File: src/verilog/pin_notify_defs.svh
// Offsets, field positions, reset values and sizes of the pin notify block
// Operation
// - A change on an enabled input pin raises an interrupt request.
// - Change detection keeps its reference through sleep, so a change is caught.
// - Each port pin has its own change enable; a cleared bit suppresses it.
// - Each pin has separate weak pull-up and pull-down enables.
// - The upper byte of the first input select picks the source of interrupt one.
// - Selector zero ties the input low; n connects remappable pin n up to 181.
// - The lower byte of the second input select picks the source of interrupt two.
// - Bits 13-8 of the output select pick the function for pin 177.
// - Bits 5-0 of the output select pick the function for pin 176.
// - Unimplemented remap bits ignore writes and read as zero.
`ifndef PIN_NOTIFY_DEFS_SVH
`define PIN_NOTIFY_DEFS_SVH

`define PORT_PINS      16
`define RP_MAX         181
`define RP_WIDTH       182

// Register byte offsets
`define OFS_EXTERNAL_INTERRUPT_ONE_SEL   8'h00
`define OFS_EXTERNAL_INTERRUPT_TWO_SEL   8'h02
`define OFS_OUT_SEL    8'h04
`define OFS_CN_EN      8'h06
`define OFS_PULLUP     8'h08
`define OFS_PULLDOWN   8'h0A
`define OFS_STATUS     8'h0C
`define OFS_CLEAR      8'h0E
`define OFS_IRQ_EN     8'h10
`define OFS_PIN_LEVEL  8'h12

// Field positions
`define EXTERNAL_INTERRUPT_ONE_MSB       15
`define EXTERNAL_INTERRUPT_ONE_LSB       8
`define EXTERNAL_INTERRUPT_TWO_MSB       7
`define EXTERNAL_INTERRUPT_TWO_LSB       0
`define F177_MSB       13
`define F177_LSB       8
`define F176_MSB       5
`define F176_LSB       0

// Status bits
`define ST_CHANGE      0
`define ST_EXTERNAL_INTERRUPT_ONE        1
`define ST_EXTERNAL_INTERRUPT_TWO        2
`define ST_BITS        3

`define SEL_RESET      8'h00
`define FUNC_RESET     6'h00
`define REG_RESET      16'h0000

`endif

File: src/verilog/pin_notify_pkg.sv
// Types shared by the pin notify block
package pin_notify_pkg;

    typedef struct packed {
        logic [7:0]  addr;
        logic [15:0] wdata;
        logic        wr;
        logic        rd;
    } bus_req_type;

    typedef struct packed {
        logic [5:0] pin177_output_func_field;
        logic [5:0] pin176_output_func_field;
    } out_func_type;

endpackage : pin_notify_pkg
File: src/verilog/pin_change_notify_and_remap.sv
// Pin change notify, weak pull control and pin remap selectors
//
// Local design decisions: the address-and-strobe port and the register offsets.
`timescale 1ns/1ns
`include "pin_notify_defs.svh"

module pin_change_notify_and_remap
    import pin_notify_pkg::*;
(
    // Clock and reset
    input  wire logic                   mclk,
    input  wire logic                   reset_n,
    // Register port
    input  wire bus_req_type            bus_req,
    output logic [15:0]                 rd_data,
    // Port pins
    input  wire logic [`PORT_PINS-1:0]  port_in,
    input  wire logic                   sleep_mode,
    output logic [`PORT_PINS-1:0]       weak_pullup_enable_bits,
    output logic [`PORT_PINS-1:0]       weak_pulldown_enable_bits,
    // Remappable pins
    input  wire logic [`RP_WIDTH-1:0]   rp_in,
    output logic                        external_interrupt_one,
    output logic                        external_interrupt_two,
    output out_func_type                out_func,
    // Interrupt
    output logic                        pin_change_notify
);

    // ------------------------------------------------------------------
    // Helpers
    // ------------------------------------------------------------------
    // Zero selects ground; values above the last pin also read low
    function automatic logic sel_pin(input logic [7:0] sel,
                                     input logic [`RP_WIDTH-1:0] pins);
        logic v;
        v = 1'b0;
        if (sel != 8'h00 && sel <= 8'(`RP_MAX)) begin
            v = pins[sel];
        end
        return v;
    endfunction : sel_pin

    function automatic logic hit(input bus_req_type r, input logic [7:0] a);
        return r.wr && r.addr == a;
    endfunction : hit

    logic [7:0]            external_interrupt_one_source_field;
    logic [7:0]            external_interrupt_two_source_field;
    logic [`PORT_PINS-1:0] change_irq_enable_bits;
    logic [`PORT_PINS-1:0] snapshot;
    logic [`ST_BITS-1:0]   status;
    logic [`ST_BITS-1:0]   irq_en;
    logic [`ST_BITS-1:0]   events;
    logic                  level_change_event;
    logic                  next_external_interrupt_one;
    logic                  next_external_interrupt_two;

    // ------------------------------------------------------------------
    // Remap selectors
    // ------------------------------------------------------------------
    always_ff @(posedge mclk or negedge reset_n) begin
        if (!reset_n) begin
            external_interrupt_one_source_field <= `SEL_RESET;
            external_interrupt_two_source_field <= `SEL_RESET;
            out_func          <= {`FUNC_RESET, `FUNC_RESET};
        end else begin
            if (hit(bus_req, `OFS_EXTERNAL_INTERRUPT_ONE_SEL)) begin
                external_interrupt_one_source_field <=
                    bus_req.wdata[`EXTERNAL_INTERRUPT_ONE_MSB:`EXTERNAL_INTERRUPT_ONE_LSB];
            end
            if (hit(bus_req, `OFS_EXTERNAL_INTERRUPT_TWO_SEL)) begin
                external_interrupt_two_source_field <=
                    bus_req.wdata[`EXTERNAL_INTERRUPT_TWO_MSB:`EXTERNAL_INTERRUPT_TWO_LSB];
            end
            if (hit(bus_req, `OFS_OUT_SEL)) begin
                out_func.pin177_output_func_field <=
                    bus_req.wdata[`F177_MSB:`F177_LSB];
                out_func.pin176_output_func_field <=
                    bus_req.wdata[`F176_MSB:`F176_LSB];
            end
        end
    end

    assign next_external_interrupt_one = sel_pin(external_interrupt_one_source_field, rp_in);
    assign next_external_interrupt_two = sel_pin(external_interrupt_two_source_field, rp_in);

    always_ff @(posedge mclk or negedge reset_n) begin
        if (!reset_n) begin
            external_interrupt_one <= 1'b0;
            external_interrupt_two <= 1'b0;
        end else begin
            external_interrupt_one <= next_external_interrupt_one;
            external_interrupt_two <= next_external_interrupt_two;
        end
    end

    // ------------------------------------------------------------------
    // Change notify and pull enables
    // ------------------------------------------------------------------
    always_ff @(posedge mclk or negedge reset_n) begin
        if (!reset_n) begin
            change_irq_enable_bits    <= `REG_RESET;
            weak_pullup_enable_bits   <= `REG_RESET;
            weak_pulldown_enable_bits <= `REG_RESET;
        end else begin
            if (hit(bus_req, `OFS_CN_EN)) begin
                change_irq_enable_bits <= bus_req.wdata;
            end
            if (hit(bus_req, `OFS_PULLUP)) begin
                weak_pullup_enable_bits <= bus_req.wdata;
            end
            if (hit(bus_req, `OFS_PULLDOWN)) begin
                weak_pulldown_enable_bits <= bus_req.wdata;
            end
        end
    end

    // Reference level is frozen in sleep so a change made while the
    // clock is stopped is still seen on the first edge after wake
    always_ff @(posedge mclk or negedge reset_n) begin
        if (!reset_n) begin
            snapshot <= `REG_RESET;
        end else if (!sleep_mode) begin
            snapshot <= port_in;
        end
    end

    assign level_change_event =
        |((port_in ^ snapshot) & change_irq_enable_bits);

    // ------------------------------------------------------------------
    // Status, enable and interrupt
    // ------------------------------------------------------------------
    assign events = {next_external_interrupt_two & ~external_interrupt_two,
                     next_external_interrupt_one & ~external_interrupt_one,
                     level_change_event};

    // Set wins over a clear in the same cycle
    always_ff @(posedge mclk or negedge reset_n) begin
        if (!reset_n) begin
            status <= '0;
        end else if (hit(bus_req, `OFS_CLEAR)) begin
            status <= (status & ~bus_req.wdata[`ST_BITS-1:0]) | events;
        end else begin
            status <= status | events;
        end
    end

    always_ff @(posedge mclk or negedge reset_n) begin
        if (!reset_n) begin
            irq_en <= '0;
        end else if (hit(bus_req, `OFS_IRQ_EN)) begin
            irq_en <= bus_req.wdata[`ST_BITS-1:0];
        end
    end

    always_ff @(posedge mclk or negedge reset_n) begin
        if (!reset_n) begin
            pin_change_notify <= 1'b0;
        end else begin
            pin_change_notify <= |(status & irq_en);
        end
    end

    // ------------------------------------------------------------------
    // Read data
    // ------------------------------------------------------------------
    always_ff @(posedge mclk or negedge reset_n) begin
        if (!reset_n) begin
            rd_data <= `REG_RESET;
        end else if (bus_req.rd) begin
            case (bus_req.addr)
                `OFS_EXTERNAL_INTERRUPT_ONE_SEL:  rd_data <= {external_interrupt_one_source_field, 8'h00};
                `OFS_EXTERNAL_INTERRUPT_TWO_SEL:  rd_data <= {8'h00, external_interrupt_two_source_field};
                `OFS_OUT_SEL:   rd_data <= {2'h0,
                                    out_func.pin177_output_func_field,
                                    2'h0,
                                    out_func.pin176_output_func_field};
                `OFS_CN_EN:     rd_data <= change_irq_enable_bits;
                `OFS_PULLUP:    rd_data <= weak_pullup_enable_bits;
                `OFS_PULLDOWN:  rd_data <= weak_pulldown_enable_bits;
                `OFS_STATUS:    rd_data <= {13'h0000, status};
                `OFS_IRQ_EN:    rd_data <= {13'h0000, irq_en};
                `OFS_PIN_LEVEL: rd_data <= port_in;
                default:        rd_data <= `REG_RESET;
            endcase
        end else begin
            rd_data <= `REG_RESET;
        end
    end

    // ------------------------------------------------------------------
    // Assertions
    // ------------------------------------------------------------------
    change_latch_a: assert property (
        @(posedge mclk) disable iff (!reset_n)
        level_change_event |=> status[`ST_CHANGE])
        else $error("enabled pin change not latched");

    change_mask_a: assert property (
        @(posedge mclk) disable iff (!reset_n)
        $rose(status[`ST_CHANGE]) |->
            $past(|((port_in ^ snapshot) & change_irq_enable_bits)))
        else $error("change flag set without enabled change");

    sleep_hold_a: assert property (
        @(posedge mclk) disable iff (!reset_n)
        sleep_mode |=> snapshot == $past(snapshot))
        else $error("reference moved during sleep");

    irq_level_a: assert property (
        @(posedge mclk) disable iff (!reset_n)
        level_change_event && irq_en[`ST_CHANGE] |-> ##2 pin_change_notify)
        else $error("change did not raise interrupt");

    external_interrupt_one_route_a: assert property (
        @(posedge mclk) disable iff (!reset_n)
        ##1 external_interrupt_one ==
            $past(sel_pin(external_interrupt_one_source_field, rp_in)))
        else $error("interrupt one routing wrong");

    ground_sel_a: assert property (
        @(posedge mclk) disable iff (!reset_n)
        external_interrupt_two_source_field == 8'h00 |=> !external_interrupt_two)
        else $error("zero selector not tied low");

    external_interrupt_two_write_a: assert property (
        @(posedge mclk) disable iff (!reset_n)
        hit(bus_req, `OFS_EXTERNAL_INTERRUPT_TWO_SEL) |=>
            external_interrupt_two_source_field == $past(bus_req.wdata[7:0]))
        else $error("interrupt two selector not stored");

    func177_a: assert property (
        @(posedge mclk) disable iff (!reset_n)
        hit(bus_req, `OFS_OUT_SEL) |=>
            out_func.pin177_output_func_field == $past(bus_req.wdata[13:8]))
        else $error("pin 177 function not stored");

    func176_a: assert property (
        @(posedge mclk) disable iff (!reset_n)
        hit(bus_req, `OFS_OUT_SEL) |=>
            out_func.pin176_output_func_field == $past(bus_req.wdata[5:0]))
        else $error("pin 176 function not stored");

    unused_zero_a: assert property (
        @(posedge mclk) disable iff (!reset_n)
        bus_req.rd && bus_req.addr == `OFS_OUT_SEL |=>
            rd_data[15:14] == 2'h0 && rd_data[7:6] == 2'h0)
        else $error("unimplemented bits read nonzero");

    pull_write_a: assert property (
        @(posedge mclk) disable iff (!reset_n)
        hit(bus_req, `OFS_PULLDOWN) |=>
            weak_pulldown_enable_bits == $past(bus_req.wdata))
        else $error("pull-down enables not stored");

    reset_sel_a: assert property (
        @(posedge mclk)
        $rose(reset_n) |-> external_interrupt_one_source_field == 8'h00 &&
            external_interrupt_two_source_field == 8'h00 && out_func == '0)
        else $error("selectors not cleared by reset");

    reset_route_a: assert property (
        @(posedge mclk)
        $rose(reset_n) |-> !external_interrupt_one && !external_interrupt_two)
        else $error("routed inputs not low after reset");

    external_interrupt_two_route_a: assert property (
        @(posedge mclk) disable iff (!reset_n)
        ##1 external_interrupt_two ==
            $past(sel_pin(external_interrupt_two_source_field, rp_in)))
        else $error("interrupt two routing wrong");

    external_interrupt_one_write_a: assert property (
        @(posedge mclk) disable iff (!reset_n)
        hit(bus_req, `OFS_EXTERNAL_INTERRUPT_ONE_SEL) |=>
            external_interrupt_one_source_field == $past(bus_req.wdata[15:8]))
        else $error("interrupt one selector not stored");

    external_interrupt_one_ground_a: assert property (
        @(posedge mclk) disable iff (!reset_n)
        external_interrupt_one_source_field == 8'h00 |=> !external_interrupt_one)
        else $error("zero selector one not tied low");

    high_sel_a: assert property (
        @(posedge mclk) disable iff (!reset_n)
        external_interrupt_one_source_field > 8'hB5 |=> !external_interrupt_one)
        else $error("selector beyond last pin not low");

    external_interrupt_one_unused_a: assert property (
        @(posedge mclk) disable iff (!reset_n)
        bus_req.rd && bus_req.addr == `OFS_EXTERNAL_INTERRUPT_ONE_SEL |=>
            rd_data[7:0] == 8'h00)
        else $error("selector one low byte reads nonzero");

    external_interrupt_two_unused_a: assert property (
        @(posedge mclk) disable iff (!reset_n)
        bus_req.rd && bus_req.addr == `OFS_EXTERNAL_INTERRUPT_TWO_SEL |=>
            rd_data[15:8] == 8'h00)
        else $error("selector two high byte reads nonzero");

    out177_read_a: assert property (
        @(posedge mclk) disable iff (!reset_n)
        bus_req.rd && bus_req.addr == `OFS_OUT_SEL |=>
            rd_data[13:8] == $past(out_func.pin177_output_func_field))
        else $error("pin 177 function reads wrong");

    out176_read_a: assert property (
        @(posedge mclk) disable iff (!reset_n)
        bus_req.rd && bus_req.addr == `OFS_OUT_SEL |=>
            rd_data[5:0] == $past(out_func.pin176_output_func_field))
        else $error("pin 176 function reads wrong");

    pullup_write_a: assert property (
        @(posedge mclk) disable iff (!reset_n)
        hit(bus_req, `OFS_PULLUP) |=>
            weak_pullup_enable_bits == $past(bus_req.wdata))
        else $error("pull-up enables not stored");

    pullup_read_a: assert property (
        @(posedge mclk) disable iff (!reset_n)
        bus_req.rd && bus_req.addr == `OFS_PULLUP |=>
            rd_data == $past(weak_pullup_enable_bits))
        else $error("pull-up enables read wrong");

    cn_en_write_a: assert property (
        @(posedge mclk) disable iff (!reset_n)
        hit(bus_req, `OFS_CN_EN) |=>
            change_irq_enable_bits == $past(bus_req.wdata))
        else $error("change enables not stored");

    snapshot_track_a: assert property (
        @(posedge mclk) disable iff (!reset_n)
        !sleep_mode |=> snapshot == $past(port_in))
        else $error("reference level not captured");

    sleep_catch_a: assert property (
        @(posedge mclk) disable iff (!reset_n)
        sleep_mode && level_change_event |=> status[`ST_CHANGE])
        else $error("change in sleep not latched");

    status_sticky_a: assert property (
        @(posedge mclk) disable iff (!reset_n)
        status[`ST_CHANGE] && !hit(bus_req, `OFS_CLEAR) |=>
            status[`ST_CHANGE])
        else $error("change flag lost without clear");

    status_clear_a: assert property (
        @(posedge mclk) disable iff (!reset_n)
        hit(bus_req, `OFS_CLEAR) && bus_req.wdata[0] &&
            !level_change_event |=> !status[`ST_CHANGE])
        else $error("change flag not cleared");

    irq_follow_a: assert property (
        @(posedge mclk) disable iff (!reset_n)
        |(status & irq_en) |=> pin_change_notify)
        else $error("interrupt not raised for enabled status");

    irq_clear_a: assert property (
        @(posedge mclk) disable iff (!reset_n)
        !(|(status & irq_en)) |=> !pin_change_notify)
        else $error("interrupt high without enabled status");

endmodule : pin_change_notify_and_remap

File: config.mk
export PLATFORM = sky130hd
export DESIGN_NAME = pin_change_notify_and_remap
export DESIGN_NICKNAME = d
export VERILOG_FILES = /design/src/verilog/pin_notify_pkg.sv /design/src/verilog/pin_change_notify_and_remap.sv
export VERILOG_INCLUDE_DIRS = /design/src /design/src/verilog
export SDC_FILE = /design/constraint.sdc
export NUM_CORES = 1
export LEC_CHECK = 0
export CAP_MARGIN = 0
export CORE_AREA = 2 2 123 125
export CTS_CLUSTER_SIZE = 14
export DETAILED_ROUTE_END_ITERATION = 8
export DIE_AREA = 0 0 125 127
export DONT_BUFFER_PORTS = 1
export PLACE_DENSITY = 0.75
export SYNTH_ARGS = -nofsm -noshare
export SYNTH_HDL_FRONTEND = slang
export SYNTH_SLANG_ARGS = --single-unit
File: constraint.sdc
create_clock -name mclk -period 2.14 [get_ports mclk]
set_input_delay 0 -clock mclk [delete_from_list [all_inputs] [get_ports mclk]]
set_output_delay 0 -clock mclk [all_outputs]
set_load 0.01 [all_outputs]
==> Yosys cells after proc, flatten, opt, wreduce, memory -nomap -nowiden <==
Cells that the tools add are included.
{ "op_classes": {"order_cmp": 4, "mux": 9, "n_reduce_logical": 15, "bitwise": 11, "n_eq_ne": 9} }
{ "ops": {"columns": ["cell", "n"], "rows": [
  ["16-bit case mux with 9 select lines", 1],
  ["8-bit by 4-bit == test with 1-bit output, second input constant", 4],
  ["8-bit by 9-bit less-than comparator with 1-bit output, second input constant", 2],
  ["16-bit bitwise AND", 1],
  ["1-bit binary-select mux with 8-bit select", 2],
  ["8-bit by 3-bit == test with 1-bit output, second input constant", 2],
  ["8-bit by 5-bit == test with 1-bit output, second input constant", 2],
  ["8-bit less-or-equal comparator, second input constant", 2],
  ["16-bit two-way mux", 1],
  ["8-bit nonzero test", 2],
  ["16-bit OR reduction", 1],
  ["16-bit bitwise XOR", 1],
  ["1-bit logical AND", 10],
  ["8-bit by 2-bit == test with 1-bit output, second input constant", 1],
  ["8-bit zero test", 1],
  ["3-bit bitwise AND", 2],
  ["3-bit bitwise OR", 2],
  ["1-bit two-way mux", 4],
  ["3-bit two-way mux", 1],
  ["3-bit inverter", 1],
  ["3-bit OR reduction", 1],
  ["1-bit bitwise AND", 2],
  ["1-bit inverter", 2]
]} }
{ "word_totals": {"wordCells": 62, "in_bits": 227, "regBits": 117, "output_inout_bits": 63} }

==> Longest topological paths before layout <==
{ "logic_depth": {"word_depth": 6, "ltp_mapped": 10, "depth_no_buf": 7} }

==> Worst setup path after synthesis <==
OpenSTA, ideal clock, no wires.
{ "synth_timing": {"path_type": "register to register", "from": "register external_interrupt_two_source_field[0]", "to": "register status[2]", "setup_time_ns": 0.127, "setup_slack_ns": -0.108, "path_stages_with_launch": 9, "path_buffers": 2, "t_required_ns": 2.013, "arrival_time_ns": 2.120, "synth_period_minus_slack_ns": 2.248, "cell_sequence": "dfrtp_1 > buf_6 > buf_6 > mux4_1 > mux4_2 > o22ai_1 > nor3_1 > nor4_2 > o31ai_1"} }
{ "synth_between": {"elab_chain_cells": 6, "word_cells_on_any_way": 10, "classes_between": "order compare: 1; mux: 4; bitwise: 3; reduce/logical: 2"} }
{ "synth_rtl": {"columns": ["item", "line", "rtl"], "rows": [
  ["start, declared", "pin_change_notify_and_remap.sv:49", "logic [7:0] external_interrupt_two_source_field;"],
  ["start signal, assigned", "pin_change_notify_and_remap.sv:65", "external_interrupt_two_source_field <= `SEL_RESET;"],
  ["start signal, assigned", "pin_change_notify_and_remap.sv:73", "external_interrupt_two_source_field <="],
  ["1-bit binary-select mux with 8-bit select (tied with other cells)", "pin_change_notify_and_remap.sv:39", "v = pins[sel];"],
  ["1-bit two-way mux (not written as such) / 1-bit logical AND (equally long branches)", "pin_change_notify_and_remap.sv:39, pin_change_notify_and_remap.sv:38", null],
  ["1-bit two-way mux *", "pin_change_notify_and_remap.sv:38", "if (sel != 8'h00 && sel <= 8'(`RP_MAX)) begin"],
  ["1-bit bitwise AND *", "pin_change_notify_and_remap.sv:135", "assign events = {next_external_interrupt_two & ~external_interrupt_two,"],
  ["3-bit bitwise OR, on equally long branches", "pin_change_notify_and_remap.sv:146, pin_change_notify_and_remap.sv:144", null],
  ["3-bit two-way mux *", "pin_change_notify_and_remap.sv:143", "end else if (hit(bus_req, `OFS_CLEAR)) begin"],
  ["end signal, assigned", "pin_change_notify_and_remap.sv:144", "status <= (status & ~bus_req.wdata[`ST_BITS-1:0]) | events;"],
  ["end signal, assigned", "pin_change_notify_and_remap.sv:146", "status <= status | events;"],
  ["end, declared", "pin_change_notify_and_remap.sv:52", "logic [`ST_BITS-1:0] status;"]
]} }
Every way passes the cells marked *; elsewhere a longest branch is shown, timed or not. The select of a mux whose other input is x is not followed.
A chain may end at the register's enable or synchronous reset.

==> Worst setup path after layout <==
Same ends and word-level chain as after synthesis.

==> results.tsv <==
metric	value	unit
grt_max_degree	118	
rsz0062_at_grt	yes	
synth_edf_count	0	
synth_top_family_by_area	multiplexers	
tritoncts	built	
fillers	967	
antenna_found_initial	2	
synthSimpleGateAreaFrac	8.808	%
ys_types	56	
final.period_utilization	109.9	%
syn-num-nets	886	
port_buffers	0	
yosysWarnings	0	
clock-sinks	117	
whs	-731.1	ps
synthAdderAreaFrac	0	%
power-per-cell-area	648.7	mW/mm²
fin_nets	966	
finalPower	6.614	mW
rrSetupSlack	-210	ps
status	complete, but fails checks	
die_x	125	µm
grt-ovfl-total	0	
die_h	127	µm
grt_pass1_wl	44.58	mm
cts.htree.levels	4	
drt_drc_violations_left	0	
final_common_cell	dfrtp_1	
drtAntennaViolNets	0	
slew_headroom	52.30	%
cp_max_fo	8	
synthArstFlopShare	100.0	%
routed_wirelength	29.15	mm
drv_slew	0	
final_cell_mix	dfrtp_1 (113), mux2_2 (98), mux4_2 (85)	
synth_compound_area_share	9.122	%
slowest_stage	mux4_1	
clockRootBuffer	clkbuf_16	
end_kind	register	
final_layout_size_suffix_gt1_share	39.89	%
r2r-start	external_interrupt_two_source_field[0]	
fin_crit	2352	ps
setup_viol	4	
grt_usage	37.23	%
hold_viol_final	117	
syn2layout_area_growth	21.86	%
dp_hpwl	21.31	mm
peakVddDrop	0.0005620	V
viasPerCell	7.391	
min-delay-path-class	in -> async	
yosysSeqAreaShare	34.99	%
ios	290	
ys.flop_type	dfrtp_1	
required	2440	ps
first_global_vias	7391	
gp_congestion	0.9295	
start_util	58.01	%
avgSynthCellArea	12.70	µm²
die_area	0.01588	mm²
cp-start-kind	register	
layout_setup_ws	-212.0	ps
ys_ff_latch	117	
dr.pass1.iters	6	
r2r-end	status[2]	
slowest_delay	540	ps
wl_per_cell	31.07	µm
clk_pin_slew_worst_paths	60	ps
fmax	425.2	MHz
failed_checks	hold timing, setup timing	
hold_buffers	55	
numCtsBuffers	17	
synth-xor-area-share	1.675	%
path_cells	buf_12, mux4_1, mux4_2, nand2_2, a21oi_1, nor4_2, o31ai_1	
p_leak	4.052	nW
worstMarginPinSlew	715.4	ps
synthMuxAreaShare	41.78	%
cts_buffer_depth	2	
syn_area	0.008367	mm²
synthCells	659	
worstSkewPairLatency	420	ps
coreArea	0.01442	mm²
drv_cap	0	
final_core_util	70.69	%
crit_arrival	2650	ps
r2r_cells	7	
fin_skew	9.192	ps
vias	6933	
row_count	44	
drt_iter0_drc	695	
worst-setup-path-type	reg -> reg	
==> power breakdown <==
part | internal (mW) | switching [mW]
sequential | 2.33 | 0.158
combinational | 0.661 | 0.487
clock | 1.92 | 1.05
==> how the worst max path moves through the flow <==
stage                                            from         to  depth (start not counted)
3_5_place_dp   external_interrupt_one_source_field[0]  status[1]                          8
4_1_cts        external_interrupt_two_source_field[0]  status[2]                          7
2_1_floorplan  external_interrupt_two_source_field[0]  status[2]                          8
6_report       external_interrupt_two_source_field[0]  status[2]                          7
5_1_grt        external_interrupt_two_source_field[0]  status[2]                          7
3_3_place_gp   external_interrupt_one_source_field[0]  status[1]                         10
==> timing repair <==
action / in CTS / in global routing
setup buffers: 5 / 5
setup endpoints to repair: 4 / 4
pin swaps: 1 / 9
hold endpoints to repair: 231 / 117
resized for setup: 11 / 17
gates cloned: 1 / 1
==> stage by stage <==
stage	worst slack, ps	cell area (µm²)	TNS, ps	instances	hold slack (ps)
3_5_place_dp	-231.8	8795	-826.4	839	-293.4
2_1_floorplan	-24.17	8384	-24.17	659	-295.6
3_3_place_gp	-226.5	8795	-826.6	839	-293.0
6_report	-212.0	10200	-651.3	938	-731.1
4_1_cts	-192.3	10100	-623.9	932	-735.8
5_1_grt	-307.7	10200	-1003	938	-746.2
==> final cells by class <==
| cell class | instances | area, µm² | share of cell area (%) |
|---|---|---|---|
| inverters | 6 | 22.52 | 0.2209 |
| clock buffers | 21 | 470.5 | 4.614 |
| clock inverters | 11 | 150.1 | 1.473 |
| diodes | 2 | 5.005 | 0.04909 |
| well taps | 184 | 230.2 | 2.258 |
| repair buffers | 116 | 1202 | 11.79 |
| multi-input cells | 481 | 5180 | 50.80 |
| flip-flops and latches | 117 | 2935 | 28.79 |
==> cell families (layout without fill, tap and decap cells) <==
family	Yosys count	count (layout)
AOI/OAI and AO/OA	108	108
other	0	2
DFF	117	117
xor gates and xnor gates	16	16
muxes	219	219
buffers and inverters	61	154
and+or+nand+nor	138	138
==> sequential cells by signal, indices dropped and copies added (netlist names) <==
name and cells:
external_interrupt_two_source_field 8, external_interrupt_one 1, status 3, snapshot 16, weak_pulldown_enable_bits 16, irq_en 3, weak_pullup_enable_bits 16, change_irq_enable_bits 16
rd_data 16, external_interrupt_two 1, pin_change_notify 1, external_interrupt_one_source_field 8, out_func 12
==> layer usage <==
metal / routed length [µm] / share of wire (%) / up-vias / track usage, %
met5: 13 / 0.045 / - / 0
met4: 967 / 3.3 / 2 / 11.90
met3: 3102 / 11 / 83 / 12.90
met2: 14410 / 49 / 505 / 60.97
met1: 10660 / 37 / 3527 / 47.11
li1: - / - / 2816 / -
==> Yosys cell counts (11+ instances only) <==
| cell type | number | area, µm² |
|---|---|---|
| nor2_1 | 29 | 108.9 |
| nor2b_1 | 12 | 75.07 |
| a31oi_1 | 11 | 68.82 |
| mux2_2 | 98 | 1104 |
| mux4_1 | 11 | 289.0 |
| a22oi_1 | 19 | 142.6 |
| mux2i_1 | 29 | 290.3 |
| nand2_1 | 42 | 157.7 |
| buf_2 | 17 | 85.08 |
| a21oi_1 | 30 | 150.1 |
| xor2_1 | 16 | 140.1 |
| clkbuf_1 | 22 | 82.58 |
| dfrtp_1 | 117 | 2928 |
| a222oi_1 | 13 | 130.1 |
| mux4_2 | 80 | 1802 |
==> worst max-delay path, delay by kind of cell (launching register included) <==
family	cells	cell delay (ps)
muxes	2	1030
buffers and inverters	1	140
AOI/OAI and AO/OA	2	170
DFF	1	460
and+or+nand+nor	2	410
No activity file was read; power rests on OpenSTA's default activity.
